===== config.mk =====
export PLATFORM = sky130hd
export DESIGN_NAME = csfr_status_reg
export DESIGN_NICKNAME = d
export VERILOG_FILES = /design/src/csfr_pkg.sv /design/src/csfr_status_reg.sv /design/src/csfr_alu_flags.sv /design/src/csfr_reset_cause.sv
export SDC_FILE = /design/constraint.sdc
export NUM_CORES = 1
export LEC_CHECK = 0
export ABC_AREA = 1
export BUFFER_PORTS_ARGS = -buffer_cell sky130_fd_sc_hd__buf_4
export CORE_MARGIN = 2
export CORE_UTILIZATION = 40
export DETAILED_ROUTE_END_ITERATION = 8
export PLACE_DENSITY = 0.75
export SLEW_MARGIN = 20
export SYNTH_ARGS = -nofsm -noshare
export SYNTH_HDL_FRONTEND = slang
export SYNTH_SLANG_ARGS = --single-unit

===== constraint.sdc =====
create_clock -name mclk_in -period 1.3 [get_ports mclk_in]
set_clock_uncertainty 0.2 [all_clocks]
set_input_delay 0.065 -clock mclk_in [delete_from_list [all_inputs] [get_ports mclk_in]]
set_output_delay 0.065 -clock mclk_in [all_outputs]
set_load 0.05 [all_outputs]

===== src/csfr_pkg.sv =====
// Package: status register constants, field layout and ALU operation kinds
`default_nettype none

package csfr_pkg;

    ////////////////////////////////////////////////////////////////////////
    // Widths and types
    localparam int DATA_W    = 8;             // Data path width
    localparam int NIB_W     = 4;             // Low nibble width
    localparam int DIR_OFS_W = 7;             // Direct address offset width

    typedef logic [DATA_W-1:0] csfr_byte_t;   // One data byte

    // Operation kinds as seen by the flag logic
    typedef enum logic [2:0] {
        OP_NONE,                              // No flag effect
        OP_LOGIC,                             // Zero flag only
        OP_ADD,                               // Add, all three flags
        OP_SUB,                               // Subtract, all three flags
        OP_ROTL,                              // Rotate left, carry only
        OP_ROTR                               // Rotate right, carry only
    } csfr_op_e;

    ////////////////////////////////////////////////////////////////////////
    // Register map
    localparam csfr_byte_t ADDR_BANK0 = 8'h03;   // Mapping in data bank 0
    localparam csfr_byte_t ADDR_BANK1 = 8'h83;   // Mapping in data bank 1

    // Field positions
    localparam int BIT_C   = 0;               // Carry / borrow
    localparam int BIT_DC  = 1;               // Nibble overflow flag
    localparam int BIT_Z   = 2;               // Zero
    localparam int BIT_PWRDN      = 3;        // Powerdown flag
    localparam int BIT_TO         = 4;        // Watchdog expiry flag
    localparam int BIT_BANK_SEL   = 5;        // Bank select bit
    localparam int BIT_UPPER_BANK = 6;        // Upper bank bit, reserved
    localparam int BIT_IND_PAGE   = 7;        // Indirect page bit, reserved

    // Field masks
    localparam csfr_byte_t MSK_C   = 8'h01;
    localparam csfr_byte_t MSK_DC  = 8'h02;
    localparam csfr_byte_t MSK_Z   = 8'h04;
    localparam csfr_byte_t MSK_PWRDN = 8'h08;
    localparam csfr_byte_t MSK_TO  = 8'h10;
    localparam csfr_byte_t WR_MASK = 8'he7;   // Bits an instruction may write

    // Power-up value: both reset-cause flags set, rest clear
    localparam csfr_byte_t RESET_VAL = 8'h18;

endpackage

`default_nettype wire


===== src/csfr_status_reg.sv =====
// Module: processor status register with ALU flags, reset causes and bank bit
`default_nettype none
`timescale 1ns/100ps

module csfr_status_reg (
    input  wire logic                   mclk_in,         // Core clock
    input  wire logic                   rst_b_in,        // Power-up reset
    // Flag update from the executing instruction
    input  wire csfr_pkg::csfr_op_e     op_in,           // Operation kind
    input  wire csfr_pkg::csfr_byte_t   file_in,         // File/literal operand
    input  wire csfr_pkg::csfr_byte_t   w_in,            // Working register
    input  wire csfr_pkg::csfr_byte_t   logic_res_in,    // Logic op result
    // Reset-cause events
    input  wire logic                   wdt_clear_in,    // Watchdog clear
    input  wire logic                   sleep_in,        // Halt instruction
    input  wire logic                   wdt_timeout_in,  // Watchdog expired
    // Data memory write port
    input  wire logic                   wr_en_in,        // Write strobe
    input  wire csfr_pkg::csfr_byte_t   wr_addr_in,      // Write address
    input  wire csfr_pkg::csfr_byte_t   wr_data_in,      // Write data
    // Data memory read port
    input  wire logic                   rd_en_in,        // Read strobe
    input  wire csfr_pkg::csfr_byte_t   rd_addr_in,      // Read address
    output csfr_pkg::csfr_byte_t        rd_data_out,     // Read data
    output logic                        rd_hit_out,      // Read matched
    // Direct addressing
    input  wire logic [6:0]             dir_offset_in,   // Offset in bank
    output csfr_pkg::csfr_byte_t        direct_addr_out, // Full data address
    // Status view
    output csfr_pkg::csfr_byte_t        flags_out,       // Register contents
    output logic                        bank_select_out  // Upper bank chosen
);

    ////////////////////////////////////////////////////////////////////////
    // Register state
    csfr_pkg::csfr_byte_t flags_q;       // Status register
    csfr_pkg::csfr_byte_t flags_d;       // Its next value
    csfr_pkg::csfr_byte_t rd_data_q;     // Registered read data
    logic                 rd_hit_q;      // Registered read match
    csfr_pkg::csfr_byte_t dir_addr_q;    // Registered direct address

    ////////////////////////////////////////////////////////////////////////
    // Address decode: both mappings hit regardless of bank
    wire logic wr_addr_match = (wr_addr_in == csfr_pkg::ADDR_BANK0)
                             || (wr_addr_in == csfr_pkg::ADDR_BANK1);
    wire logic rd_addr_match = (rd_addr_in == csfr_pkg::ADDR_BANK0)
                             || (rd_addr_in == csfr_pkg::ADDR_BANK1);
    wire logic wr_hit = wr_en_in && wr_addr_match;
    wire logic rd_hit = rd_en_in && rd_addr_match;

    // Write mask: reset-cause flags are never writable, and any flag-affecting
    // operation locks all three ALU flags, so clear-file keeps nibble and carry
    wire logic op_flags = (op_in != csfr_pkg::OP_NONE);
    csfr_pkg::csfr_byte_t alu_lock;      // ALU flags locked this cycle
    csfr_pkg::csfr_byte_t wr_mask;       // Bits the write may change
    assign alu_lock = {8{op_flags}} & (csfr_pkg::MSK_Z | csfr_pkg::MSK_DC | csfr_pkg::MSK_C);
    assign wr_mask  = {8{wr_hit}} & csfr_pkg::WR_MASK & ~alu_lock;

    ////////////////////////////////////////////////////////////////////////
    // Hardware flag sources
    csfr_pkg::csfr_byte_t alu_upd;       // ALU flag update mask
    csfr_pkg::csfr_byte_t alu_val;       // ALU flag values
    csfr_pkg::csfr_byte_t cause_upd;     // Reset-cause update mask
    csfr_pkg::csfr_byte_t cause_val;     // Reset-cause values

    // Zero, nibble overflow and carry from the operation
    csfr_alu_flags u_alu_flags (
        .op_in        (op_in),
        .file_in      (file_in),
        .w_in         (w_in),
        .logic_res_in (logic_res_in),
        .upd_out      (alu_upd),
        .val_out      (alu_val)
    );

    // Watchdog expiry and powerdown from core events
    csfr_reset_cause u_reset_cause (
        .wdt_clear_in   (wdt_clear_in),
        .sleep_in       (sleep_in),
        .wdt_timeout_in (wdt_timeout_in),
        .upd_out        (cause_upd),
        .val_out        (cause_val)
    );

    // Masks never overlap, so the two sources merge by OR
    csfr_pkg::csfr_byte_t hw_upd;
    csfr_pkg::csfr_byte_t hw_val;
    assign hw_upd = alu_upd | cause_upd;
    assign hw_val = (alu_val & alu_upd) | (cause_val & cause_upd);

    ////////////////////////////////////////////////////////////////////////
    // Per-bit next value: hardware update beats an instruction write
    for (genvar i = 0; i < csfr_pkg::DATA_W; i++) begin : g_bit
        assign flags_d[i] = hw_upd[i] ? hw_val[i]
                          : wr_mask[i] ? wr_data_in[i]
                          : flags_q[i];
    end

    // Status register; power-up sets both reset-cause flags
    always_ff @(posedge mclk_in or negedge rst_b_in) begin
        if (!rst_b_in) begin
            flags_q <= csfr_pkg::RESET_VAL;
        end else begin
            flags_q <= flags_d;
        end
    end

    ////////////////////////////////////////////////////////////////////////
    // Read port: data and match one cycle after the strobe
    always_ff @(posedge mclk_in or negedge rst_b_in) begin
        if (!rst_b_in) begin
            rd_data_q <= '0;
            rd_hit_q  <= 1'b0;
        end else begin
            rd_data_q <= rd_hit ? flags_q : '0;
            rd_hit_q  <= rd_hit;
        end
    end

    ////////////////////////////////////////////////////////////////////////
    // Direct address: bank bit on top of the instruction offset
    always_ff @(posedge mclk_in or negedge rst_b_in) begin
        if (!rst_b_in) begin
            dir_addr_q <= '0;
        end else begin
            dir_addr_q <= {flags_q[csfr_pkg::BIT_BANK_SEL], dir_offset_in};
        end
    end

    ////////////////////////////////////////////////////////////////////////
    // Outputs
    assign rd_data_out     = rd_data_q;
    assign rd_hit_out      = rd_hit_q;
    assign direct_addr_out = dir_addr_q;
    assign flags_out       = flags_q;
    assign bank_select_out = flags_q[csfr_pkg::BIT_BANK_SEL];

    // Independent reference sums for the checks
    logic [8:0] chk_add;                 // Add with carry out
    logic [8:0] chk_sub;                 // Subtract, bit 8 is borrow
    assign chk_add = {1'b0, file_in} + {1'b0, w_in};
    assign chk_sub = {1'b0, file_in} - {1'b0, w_in};

    // No reset-cause event this cycle
    wire logic no_cause = !wdt_clear_in && !sleep_in && !wdt_timeout_in;
endmodule

`default_nettype wire


===== src/csfr_alu_flags.sv =====
// Module: zero, nibble overflow and carry flag values from an ALU operation
`default_nettype none
`timescale 1ns/100ps

module csfr_alu_flags (
    input  wire csfr_pkg::csfr_op_e  op_in,         // Operation kind
    input  wire csfr_pkg::csfr_byte_t file_in,      // File or literal operand
    input  wire csfr_pkg::csfr_byte_t w_in,         // Working register operand
    input  wire csfr_pkg::csfr_byte_t logic_res_in, // Result of a logic op
    output logic [7:0]               upd_out,       // Bits hardware updates
    output logic [7:0]               val_out        // Values for those bits
);

    ////////////////////////////////////////////////////////////////////////
    // Operation decode
    wire logic is_add   = (op_in == csfr_pkg::OP_ADD);
    wire logic is_sub   = (op_in == csfr_pkg::OP_SUB);
    wire logic is_arith = is_add | is_sub;
    wire logic is_rotl  = (op_in == csfr_pkg::OP_ROTL);
    wire logic is_rotr  = (op_in == csfr_pkg::OP_ROTR);
    wire logic z_upd    = is_arith | (op_in == csfr_pkg::OP_LOGIC);
    wire logic c_upd    = is_arith | is_rotl | is_rotr;

    ////////////////////////////////////////////////////////////////////////
    // Adder: subtract adds the two's complement, so carry means no borrow
    csfr_pkg::csfr_byte_t opnd_b;    // Second operand, inverted for subtract
    logic [8:0]           sum9;      // Full sum with carry out
    logic [4:0]           low5;      // Low nibble sum with carry out
    csfr_pkg::csfr_byte_t res;       // Result the zero flag looks at

    assign opnd_b = is_sub ? ~w_in : w_in;
    assign sum9   = {1'b0, file_in} + {1'b0, opnd_b} + {8'h00, is_sub};
    assign low5   = {1'b0, file_in[csfr_pkg::NIB_W-1:0]}
                  + {1'b0, opnd_b[csfr_pkg::NIB_W-1:0]} + {4'h0, is_sub};
    assign res    = is_arith ? sum9[7:0] : logic_res_in;

    // Flag values
    wire logic zero = (res == '0);
    wire logic dcar = low5[csfr_pkg::NIB_W];
    wire logic car  = is_arith ? sum9[csfr_pkg::DATA_W]
                    : is_rotl  ? file_in[csfr_pkg::DATA_W-1]
                    : file_in[0];

    ////////////////////////////////////////////////////////////////////////
    // Pack into register bit positions; nibble flag only for add/subtract
    assign upd_out = ({8{z_upd}} & csfr_pkg::MSK_Z)
                   | ({8{is_arith}} & csfr_pkg::MSK_DC)
                   | ({8{c_upd}} & csfr_pkg::MSK_C);
    assign val_out = ({8{zero}} & csfr_pkg::MSK_Z)
                   | ({8{dcar}} & csfr_pkg::MSK_DC)
                   | ({8{car}} & csfr_pkg::MSK_C);

endmodule

`default_nettype wire


===== src/csfr_reset_cause.sv =====
// Module: watchdog expiry and powerdown flag updates from core events
`default_nettype none
`timescale 1ns/100ps

module csfr_reset_cause (
    input  wire logic  wdt_clear_in,   // Watchdog clear instruction executes
    input  wire logic  sleep_in,       // Halt instruction executes
    input  wire logic  wdt_timeout_in, // Watchdog timer expired
    output logic [7:0] upd_out,        // Bits hardware updates
    output logic [7:0] val_out         // Values for those bits
);

    ////////////////////////////////////////////////////////////////////////
    // Expiry flag: set by clear or halt, cleared by time-out (time-out wins)
    wire logic to_upd = wdt_clear_in | sleep_in | wdt_timeout_in;
    wire logic to_val = ~wdt_timeout_in;

    // Powerdown flag: set by clear, cleared by halt
    wire logic pwrdn_upd = wdt_clear_in | sleep_in;
    wire logic pwrdn_val = ~sleep_in;

    ////////////////////////////////////////////////////////////////////////
    // Pack into register bit positions
    assign upd_out = ({8{to_upd}} & csfr_pkg::MSK_TO)
                   | ({8{pwrdn_upd}} & csfr_pkg::MSK_PWRDN);
    assign val_out = ({8{to_val}} & csfr_pkg::MSK_TO)
                   | ({8{pwrdn_val}} & csfr_pkg::MSK_PWRDN);

endmodule

`default_nettype wire


==> impl_metrics.py, run 1 <==
metrics = {
    "worst_hold_path": {
        "worstHoldPathCells": 4,
        "hp-class": "input port to flop",
        "holdPathEnd": "flags_out[5]",
        "hold_path_startpoint": "wr_addr_in[5]",
    },
    "timing": {
        "rsz0062_at_grt": "true",
        "whs_ns": 0.006172,
        "hold_viol_final": 0,
        "worst_slack_ns": -0.4225,
        "setup_tns_ns": -0.8837,
        "report.final.slew_viol_count": 0,
        "max_freq_mhz": 580.6,
        "layout_min_cycle_time_ns": 1.722,
        "setup_viol": 3,
        "fin_crit_sh_pct": 132.5,
        "worstMarginPinSlew_ns": 0.3199,
        "relSlewSlack_pct": 78.47,
    },
    "setup_path": {
        "cp_data_required_time_ns": 1.31,
        "reg2reg_depth": 2,
        "critPathLaunchType": "input port",
        "critPathCaptureType": "flop",
        "r2r-end": "flags_out[4]",
        "reg2reg_slack_ns": 0.25,
        "crit_type": "input port to flop",
        "crit_fanout": 5,
        "timing.rr.start": "flags_out[4]",
        "arrival_ns": 1.73,
    },
    "logic_synthesis": {
        "avgSynthCellArea_um2": 8.248,
        "synth-xor-area-share_pct": 5.339,
        "yosys.area_share.adder_pct": 9.831,
        "ys_seq_area_share_pct": 42.54,
        "synth_top_area_share_pct": 38.98,
        "synth_area_leaders": "dfrtp_1 (39%), ha_1 (8.5%), inv_1 (8.1%), nand2_1 (7.9%), nor2_1 (5.1%)",
        "synth_seq_cells": 25,
        "syn_nets": 255,
        "synth.cell_area_mm2": 0.001476,
        "synthMuxAreaShare_pct": 0,
        "ys_warn_count": 0,
        "synth_top_family_by_area": "simple AND/OR/NAND/NOR gates",
        "yosysUniqueCellTypes": 30,
        "synth_compound_area_share_pct": 9.237,
        "yosys.area_share.simple_pct": 23.90,
        "syn_inst": 179,
        "yosysTopAreaCell": "dfrtp_1",
    },
    "grt": {
        "grt_use_met3_pct": 3.819,
        "grtUsageTotal_pct": 23.11,
        "antenna_found_initial": 0,
        "grt_first_pass_wirelength_um": 7493,
        "use_met2_pct": 45.23,
        "overflow": 0,
        "busiest_layer": "met2",
        "use_met1_pct": 23.65,
        "grt_pass1_vias": 1688,
        "grt_start_max_net_pins": 26,
    },
    "floorplanning": {
        "die_area_mm2": 0.004193,
        "die_w_um": 64.76,
        "rows": 22,
        "io_pins": 91,
        "start_util_pct": 40.94,
        "core_mm2": 0.003606,
        "fp.dieH_um": 64.76,
    },
    "finish": {
        "syn2layout_area_growth_pct": 83.14,
        "drive_above_1_share_pct": 40.76,
        "final_common_cell": "buf_4",
        "final_area_mm2": 0.002704,
        "layout_common_cells": "buf_4 (102), nand2_1 (31), inv_1 (30)",
        "nets": 391,
        "antenna_cells": 0,
    },
    "clock_network": {
        "cts_tree": "done",
        "htreeDepth": 1,
        "cts-root-buf": "clkbuf_8",
        "numCtsBuffers": 3,
        "clk_pin_slew_ns": 0.08,
        "clock_sink_count": 25,
        "clk_latency_ns": 0.27,
        "clk_path_buf_depth": 2,
    },
    "routing": {
        "drtIter0Drc": 93,
        "avgRoutedWirePerCell_um": 12.69,
        "drc_errors": 0,
        "viasPerCell": 4.633,
        "wirelength_um": 4592,
        "ant_nets": 0,
        "dr.pass1.iters": 4,
        "vias": 1677,
    },
    "place": {
        "hpwl_um": 2937,
        "place_ws_ns": -0.7887,
        "placed_area_mm2": 0.002347,
        "io_buffer_count": 86,
        "gp_congestion": 0.9215,
    },
    "pwr": {
        "finalPower_w": 0.002165,
        "irDropWorstVdd_uv": 363.6,
        "p_leak_nw": 1.473,
        "power_density_mw_per_mm2": 800.8,
    },
    "run_status": {
        "violations": "setup timing",
        "status": "finished with violations",
    },
    "flow_run": {
        "cap_violations": 0,
    },
}
synth_stat cells:
| cell type | number |
|---|---|
| and2_1 | 1 |
| nor2_2 | 1 |
| a211o_1 | 1 |
| nand2_2 | 2 |
| nor2_1 | 20 |
| nand2_1 | 31 |
| o21bai_1 | 2 |
| xnor2_1 | 7 |
| a31oi_1 | 2 |
| nand4_1 | 4 |
| xor2_1 | 2 |
| nor3_1 | 2 |
| a21oi_2 | 1 |
| fa_1 | 1 |
| a21oi_1 | 10 |
| o21ai_0 | 5 |
| nand3_1 | 8 |
| inv_1 | 32 |
| nor3b_1 | 1 |
| nand3_4 | 1 |
| dfstp_2 | 2 |
| nand3_2 | 1 |
| dfrtp_1 | 23 |
| buf_4 | 1 |
| nand3b_1 | 1 |
| o211ai_1 | 1 |
| ha_1 | 10 |
| nor4_1 | 3 |
| inv_2 | 2 |
| o221ai_1 | 1 |
where the power goes:
part           switching, W  internal, W  total (W)
sequential        0.0000223     0.000817   0.000839
clock              0.000225     0.000219   0.000444
combinational      0.000462     0.000419   0.000882
total              0.000710      0.00146    0.00217
flip-flops by register name (all words and copies together) (netlist names):
signal / count
rd_hit_out: 1
flags_out: 8
direct_addr_out: 8
rd_data_out: 8
per-layer routing:
layer | part of all wire, % | vias to the layer above
li1 | - | 840
met1 | 37 | 757
met2 | 54 | 67
met3 | 6.2 | 13
met4 | 2.6 | 0
met5 | 0 | -
stage by stage:
| stage | instances | utilization (%) |
|---|---|---|
| 6_report | 362 | 74.98 |
| 5_1_grt | 362 | 74.98 |
| 4_1_cts | 362 | 74.32 |
| 3_5_place_dp | 331 | 65.09 |
| 3_3_place_gp | 331 | 65.09 |
| 2_1_floorplan | 179 | - |
cell type report:
cell class | instances | area [µm²]
well taps | 48 | 60.06
inverters | 34 | 140.1
clock buffers | 4 | 45.04
repair buffers | 131 | 1069
fillers | 255 | 902.1
flip-flops and latches | 25 | 628.1
multi-input cells | 120 | 762.0
kinds of logic (layout without fill, tap and decap cells):
kind of cell | Yosys count | after routing
AND/OR/NAND/NOR | 76 | 77
XOR/XNOR | 9 | 9
buffers and inverters | 35 | 169
AO/OA/AOI/OAI | 23 | 23
flip-flops | 25 | 25
adder cells (fa/ha/maj) | 11 | 11
what timing repair did:
| item | in CTS | in global routing |
|---|---|---|
| setup endpoints to repair | 3 | 5 |
| gates cloned | 1 | 0 |
| endpoints found under the hold margin | 41 | 0 |
| buffers inserted | 0 | 1 |
| hold buffers | 26 | 0 |
| gates resized for setup | 4 | 7 |
| pin swaps | 13 | 1 |
critical path, cell delays in order:
cell	delay (ns)
buf_12	0.11
inv_12	0.05
nand3_4	0.13
a21oi_2	0.17
inv_1	0.07
fa_2	0.52
nand4_1	0.09
nor2_1	0.12
nand3_1	0.07
nor2_1	0.10
nand3_1	0.08
nand2_1	0.06
nand2_1	0.05
nand2_1	0.05
worst max-delay path by stage:
stage             start      endpoint  slack [ns]
4_1_cts        op_in[2]  flags_out[2]       -0.44
6_report       op_in[2]  flags_out[2]       -0.42
2_1_floorplan  op_in[2]  flags_out[2]       -0.50
5_1_grt        op_in[2]  flags_out[2]       -0.53
3_5_place_dp   op_in[2]  flags_out[2]       -0.79
3_3_place_gp   op_in[2]  flags_out[2]       -0.74
No activity file was read; power rests on OpenSTA's default activity.
==> inputs of run 2 (changes only) <==
Settings changed: PLACE_DENSITY 0.75 to 0.71, SYNTH_HIERARCHICAL set to 1.
==> run 2 against run 1 <==
The flow finishes with violations (hold timing, setup timing). Register-to-register slack got worse by 0.08 ns. Sequential share of layout area decreased by 2.8 points. Routed wire length is 5.5% higher. Final area up 14%. Critical path type unchanged. Via count increased by 15%. First-iteration DRC count grew 3.2%. Sequential cell count unchanged. Total power is 9.8% higher. Clock power is 1% lower. Critical path depth is 3 higher. Non-clock buffer count unchanged. Hold slack lost 0.041 ns.
==> impl_metrics.py, run 2 <==
metrics = {
    "run_status": {
        "status": "finished with violations",
        "violations": "hold timing, setup timing",
    },
    "setup_path": {
        "crit_cells": 17,
        "slowest_stage": "fa_2",
        "cp_slowest_stage_delay_ns": 0.53,
        "cpMostUsedCell": "nand2_1",
        "critPathLaunchType": "input port",
        "reg2reg_depth": 2,
        "path_cells": "buf_12 > inv_16 > nand3_4 > xor2_2 > fa_2 > nand2_1 > a21oi_1 > nand3_1 > a21oi_1 > nand3_1 > nor2_2 > nand3_1 > nand2_1 > nand2_1 > nand3_1 > nand2_1 > nand2_1",
        "path_buf_inv": 2,
        "path_delay_family": "simple AND/OR/NAND/NOR gates",
        "critPathCaptureType": "flop",
        "crit_fanout": 6,
        "timing.rr.start": "flags_out[3]",
        "arrival_ns": 1.98,
        "cp-startpoint": "op_in[2]",
        "cp_data_required_time_ns": 1.30,
        "crit_type": "input port to flop",
    },
    "floorplanning": {
        "fp.dieH_um": 73,
        "core_mm2": 0.004661,
        "rows": 25,
        "die_w_um": 73,
        "start_util_pct": 40.86,
        "io_pins": 91,
        "die_area_mm2": 0.005329,
    },
    "worst_hold_path": {
        "hp-class": "input port to flop",
        "hold_path_startpoint": "rd_addr_in[3]",
        "worstHoldPathCells": 4,
    },
    "finish": {
        "final_cell_count_no_fill": 436,
        "drive_above_1_share_pct": 41.10,
        "nets": 457,
        "multiInputGateArea_mm2": 0.001124,
        "final_common_cell": "buf_4",
        "utilization_pct": 65.93,
        "antenna_cells": 0,
        "syn2layout_area_growth_pct": 61.37,
        "final_area_mm2": 0.003073,
        "fillers": 388,
        "seq_area_um2": 628.1,
        "layout_common_cells": "buf_4 (106), nand2_1 (62), inv_1 (32)",
    },
    "grt": {
        "grtUsageTotal_pct": 17.86,
        "grt_pass1_vias": 1856,
        "grt_first_pass_wirelength_um": 7665,
        "antenna_found_initial": 0,
        "grt_start_max_net_pins": 26,
        "overflow": 0,
    },
    "logic_synthesis": {
        "ys_warn_count": 6,
        "synth_top_area_share_pct": 30.22,
        "yosys-top-cells-count": "nand2_1 (67), buf_4 (32), inv_1 (32)",
        "synth.cell_area_mm2": 0.001904,
        "synth-edff-count": 0,
        "synth_area_leaders": "dfrtp_1 (30%), nand2_1 (13%), buf_4 (13%), inv_1 (6.3%), ha_1 (5.3%)",
        "syn_inst": 259,
        "synth_seq_cells": 25,
        "yosysUniqueCellTypes": 31,
        "async_flop_share_pct": 100.0,
        "synth_ff_type": "dfrtp_1",
        "avgSynthCellArea_um2": 7.353,
        "yosysTopAreaCell": "dfrtp_1",
        "yosys.cell_count.top_type": "nand2_1",
        "ys_seq_area_share_pct": 32.98,
    },
    "routing": {
        "drtIter0Drc": 96,
        "wirelength_um": 4843,
        "avgRoutedWirePerCell_um": 11.11,
        "drc_errors": 0,
        "dr.pass1.iters": 4,
        "vias": 1936,
        "ant_nets": 0,
        "viasPerCell": 4.440,
    },
    "flow_run": {
        "cap_violations": 0,
    },
    "pwr": {
        "finalPower_w": 0.002377,
        "seqPwrFrac_pct": 35.9,
        "internal_power_w": 0.001546,
        "power_density_mw_per_mm2": 773.6,
        "clkPwrFrac_pct": 18.4,
        "p_sw_share_pct": 34.98,
        "p_comb_share_pct": 45.7,
        "p_sw_w": 0.0008314,
        "p_leak_nw": 1.654,
        "irDropWorstVdd_uv": 395.4,
    },
    "clock_network": {
        "clk_latency_ns": 0.26,
        "clk_pin_slew_ns": 0.09,
        "htreeDepth": 1,
        "cts_tree": "done",
        "clk_path_buf_depth": 2,
        "hold_buffers": 18,
        "numCtsBuffers": 3,
        "clock_sink_count": 25,
        "cts-root-buf": "clkbuf_8",
    },
    "timing": {
        "rsz0062_at_grt": "true",
        "fin_crit_sh_pct": 152.6,
        "max_freq_mhz": 504.2,
        "layout_min_cycle_time_ns": 1.983,
        "setup_viol": 3,
        "setup_tns_ns": -1.647,
        "worst_slack_ns": -0.6832,
        "report.final.slew_viol_count": 0,
        "whs_ns": -0.03518,
        "hold_viol_final": 8,
    },
    "place": {
        "place_inst": 406,
        "hpwl_um": 3578,
        "gp_congestion": 0.8326,
        "placed_area_mm2": 0.002625,
        "io_buffer_count": 86,
    },
}
[run 2: worst paths after layout]
check	to	slack, ns
hold / removal	rd_data_out[6]	-0.04
setup reg to reg	flags_out[3]	0.17
min in group asynchronous	direct_addr_out[1]	0.03
max in group asynchronous	flags_out[4]	0.58
setup / recovery	flags_out[2]	-0.68
hold reg to reg	direct_addr_out[7]	0.25
[run 2: worst reg2reg max path: stages (launching register included)]
cell,delay (ns)
dfstp_2,0.54
inv_1,0.05
o311ai_1,0.25
[run 2: kinds of logic after synthesis]
kind of cell	share of synthesized area, %
and+or+nand+nor	30.88
DFF	32.98
xor gates and xnor gates	3.680
adders and majority gates	6.308
buffers and inverters	19.32
AOI/OAI and AO/OA	6.440
other	0.3944
[run 2: layout make-up]
cell class                      instances  share of cell area, %
Clock buffer                            3                  1.344
Inverter                               34                  4.682
Clock inverter                          1                 0.1629
Sequential cell                        25                  20.44
Multi-Input combinational cell        188                  36.56
Tap cell                               54                  2.199
Timing Repair Buffer                  131                  34.61
[run 2: routing by layer]
layer  GRT usage (%)  routed length [µm]  share of wire (%)  up-vias
met3           2.072                 324                6.7        8
met5               0                   0                  0        -
met1           20.64                1888                 39      855
met4           5.144                  77                1.6        0
met2           34.03                2553                 53       66
li1                -                   -                  -     1007
[run 2: repair_timing]
action | CTS | global route
buffers inserted | 5 | 3
gates cloned | 0 | 0
resized for setup | 22 | 8
endpoints found under the hold margin | 49 | 3
pin swaps | 15 | 9
endpoints found under the setup margin | 3 | 4
[run 2: power by group through the flow]
| stage | sequential [W] | clock (W) | combinational (W) |
|---|---|---|---|
| floorplan | 0.00102 | 0 | 0.000442 |
| global placement | 0.000866 | 0 | 0.000891 |
| detailed placement | 0.000869 | 0 | 0.000907 |
| CTS | 0.000854 | 0.000453 | 0.00103 |
| global route | 0.000859 | 0.000489 | 0.00118 |
| finish | 0.000854 | 0.000438 | 0.00109 |
[run 2: stage by stage]
stage / setup slack [ns] / hold slack [ns]
2_1_floorplan: -0.8195 / -0.4306
3_3_place_gp: -0.9910 / -0.2197
3_5_place_dp: -1.031 / -0.2202
4_1_cts: -0.6894 / -0.03036
5_1_grt: -0.8541 / -0.008010
6_report: -0.6832 / -0.03518
==> inputs of run 3 (changes only) <==
--- a/config.mk
+++ b/config.mk
@@ -9,6 +9,8 @@
 export BUFFER_PORTS_ARGS = -buffer_cell sky130_fd_sc_hd__buf_4
+export CELL_PAD_IN_SITES_DETAIL_PLACEMENT = 0
+export CELL_PAD_IN_SITES_GLOBAL_PLACEMENT = 1
 export CORE_MARGIN = 2
-export CORE_UTILIZATION = 40
+export CORE_UTILIZATION = 32
 export DETAILED_ROUTE_END_ITERATION = 8
-export PLACE_DENSITY = 0.71
+export PLACE_DENSITY_LB_ADDON = 0.1
 export SLEW_MARGIN = 20
==> constraint.sdc (replaced) <==
create_clock -name mclk_in -period 1.3 [get_ports mclk_in]
set_clock_uncertainty 0.2 [all_clocks]
set_input_delay 0.13 -clock mclk_in [delete_from_list [all_inputs] [get_ports mclk_in]]
set_output_delay 0.13 -clock mclk_in [all_outputs]
set_load 0.05 [all_outputs]
==> run 3 against run 2 <==
The flow finishes with violations (setup timing). Via count decreased by 4.7%. Combinational power about the same. Sequential cell count unchanged. Count of clock-buffer cells in the layout did not move. Hold slack gained 0.062 ns. Clock power is 0.9% higher. Routed wire length fell by 11%. Setup slack worse by 0.086 ns. Critical path depth is the same. Cell count rose by 3.7%. Sequential share of layout area fell by 0.40 points. Sequential power barely moved.
==> impl_metrics.py, run 3 (synthesis results as in run 2) <==
metrics = {
    "floorplanning": {
        "io_pins": 91,
        "fp.dieH_um": 81.14,
        "die_w_um": 81.14,
        "die_area_mm2": 0.006584,
        "start_util_pct": 32.55,
        "core_mm2": 0.005851,
        "rows": 28,
    },
    "grt": {
        "antenna_found_initial": 0,
        "grt_start_max_net_pins": 26,
        "grt_pass1_vias": 1672,
        "overflow": 0,
        "grtUsageTotal_pct": 13.24,
        "grt_first_pass_wirelength_um": 6948,
    },
    "timing": {
        "fin_crit_sh_pct": 159.1,
        "max_freq_mhz": 483.3,
        "worst_slack_ns": -0.7690,
        "rsz0062_at_grt": "true",
        "hold_viol_final": 0,
        "report.final.slew_viol_count": 0,
        "whs_ns": 0.02693,
        "layout_min_cycle_time_ns": 2.069,
        "setup_viol": 3,
    },
    "routing": {
        "drc_errors": 0,
        "drtIter0Drc": 46,
        "wirelength_um": 4333,
        "ant_nets": 0,
        "vias": 1845,
        "viasPerCell": 4.082,
        "avgRoutedWirePerCell_um": 9.586,
        "dr.pass1.iters": 4,
    },
    "setup_path": {
        "r2r-end": "flags_out[3]",
        "critPathLaunchType": "input port",
        "crit_type": "input port to flop",
        "reg2reg_depth": 2,
        "crit_fanout": 6,
        "cp-startpoint": "op_in[2]",
        "critPathCaptureType": "flop",
        "reg2reg_slack_ns": 0.17,
        "timing.rr.start": "flags_out[3]",
        "arrival_ns": 2.03,
        "cp_data_required_time_ns": 1.26,
    },
    "finish": {
        "nets": 452,
        "layout_common_cells": "buf_4 (102), nand2_1 (61), inv_1 (32)",
        "fillers": 578,
        "drive_above_1_share_pct": 42.18,
        "antenna_cells": 0,
        "multiInputGateArea_mm2": 0.001180,
        "seq_area_um2": 628.1,
        "final_area_mm2": 0.003134,
        "final_cell_count_no_fill": 452,
        "syn2layout_area_growth_pct": 64.59,
        "utilization_pct": 53.57,
        "final_common_cell": "buf_4",
    },
    "clock_network": {
        "clk_pin_slew_ns": 0.08,
        "numCtsBuffers": 3,
        "cts-root-buf": "clkbuf_8",
        "clock_sink_count": 25,
        "htreeDepth": 1,
        "clk_latency_ns": 0.26,
        "clk_path_buf_depth": 2,
        "cts_tree": "done",
    },
    "run_status": {
        "violations": "setup timing",
        "status": "finished with violations",
    },
    "place": {
        "hpwl_um": 3561,
        "io_buffer_count": 86,
        "gp_congestion": 0.8261,
        "placed_area_mm2": 0.002686,
        "place_inst": 430,
    },
    "worst_hold_path": {
        "holdPathEnd": "rd_data_out[6]",
        "hp-class": "input port to flop",
        "worstHoldPathCells": 4,
        "hold_path_startpoint": "rd_addr_in[3]",
    },
    "pwr": {
        "p_leak_nw": 1.650,
        "power_density_mw_per_mm2": 761.5,
        "irDropWorstVdd_uv": 529.1,
    },
    "flow_run": {
        "cap_violations": 0,
    },
}
==> run 3: layer usage <==
metal / track usage (%) / up-vias / wire length, µm / share of wire [%]
li1: - / 999 / - / -
met3: 1.556 / 2 / 240 / 5.5
met5: 0 / - / 0 / 0
met4: 3.051 / 0 / 32 / 0.74
met2: 23.88 / 52 / 2193 / 51
met1: 16.83 / 792 / 1866 / 43
==> run 3: per-stage QoR <==
stage          setup slack, ns  setup TNS, ns  total power, W
6_report               -0.7690         -1.708        0.002387
3_5_place_dp            -1.068         -2.771        0.001786
2_1_floorplan          -0.8845         -1.845        0.001466
5_1_grt                -0.9065         -2.117        0.002564
3_3_place_gp            -1.067         -2.749        0.001783
4_1_cts                -0.7618         -1.809        0.002331
==> run 3: worst max-delay path by stage <==
stage / end / slack, ns / depth (start not counted)
3_5_place_dp: flags_out[2] / -1.07 / 17
6_report: flags_out[2] / -0.77 / 17
3_3_place_gp: flags_out[2] / -1.07 / 17
4_1_cts: flags_out[2] / -0.76 / 17
2_1_floorplan: flags_out[2] / -0.88 / 17
5_1_grt: flags_out[2] / -0.91 / 17
==> run 3: cell type report <==
cell class	count	share of cell area [%]
multi-input cells	188	37.64
repair buffers	126	33.17
flip-flops and latches	25	20.04
inverters	34	4.591
well taps	75	2.994
clock buffers	3	1.317
clock inverters	1	0.2395
==> run 3: power breakdown <==
| part | leakage (nW) | switching (W) | internal [W] |
|---|---|---|---|
| logic | 1.32 | 0.000573 | 0.000520 |
| clock network | 0.0217 | 0.000226 | 0.000216 |
| registers | 0.313 | 0.0000261 | 0.000825 |
| total | 1.65 | 0.000825 | 0.00156 |
==> run 3: worst max-delay path, stage by stage <==
cell and delay, ns:
buf_12 0.11, inv_16 0.04, nand3_4 0.11, buf_12 0.18, xnor2_1 0.13, ha_1 0.35
a21o_2 0.20, a31oi_1 0.21, nand2_1 0.09, nand2_1 0.06, nand2_1 0.05, nand3_1 0.07
nand2_1 0.05, nand2_1 0.06, nand3_1 0.07, nand2_1 0.06, nand2_1 0.04
==> run 3: repair_timing <==
| action | in CTS | in global routing |
|---|---|---|
| setup buffers | 1 | 2 |
| resized for setup | 12 | 28 |
| hold buffers | 17 | 0 |
| hold endpoints to repair | 40 | 0 |
| endpoints found under the setup margin | 5 | 7 |
| pin swaps | 12 | 21 |
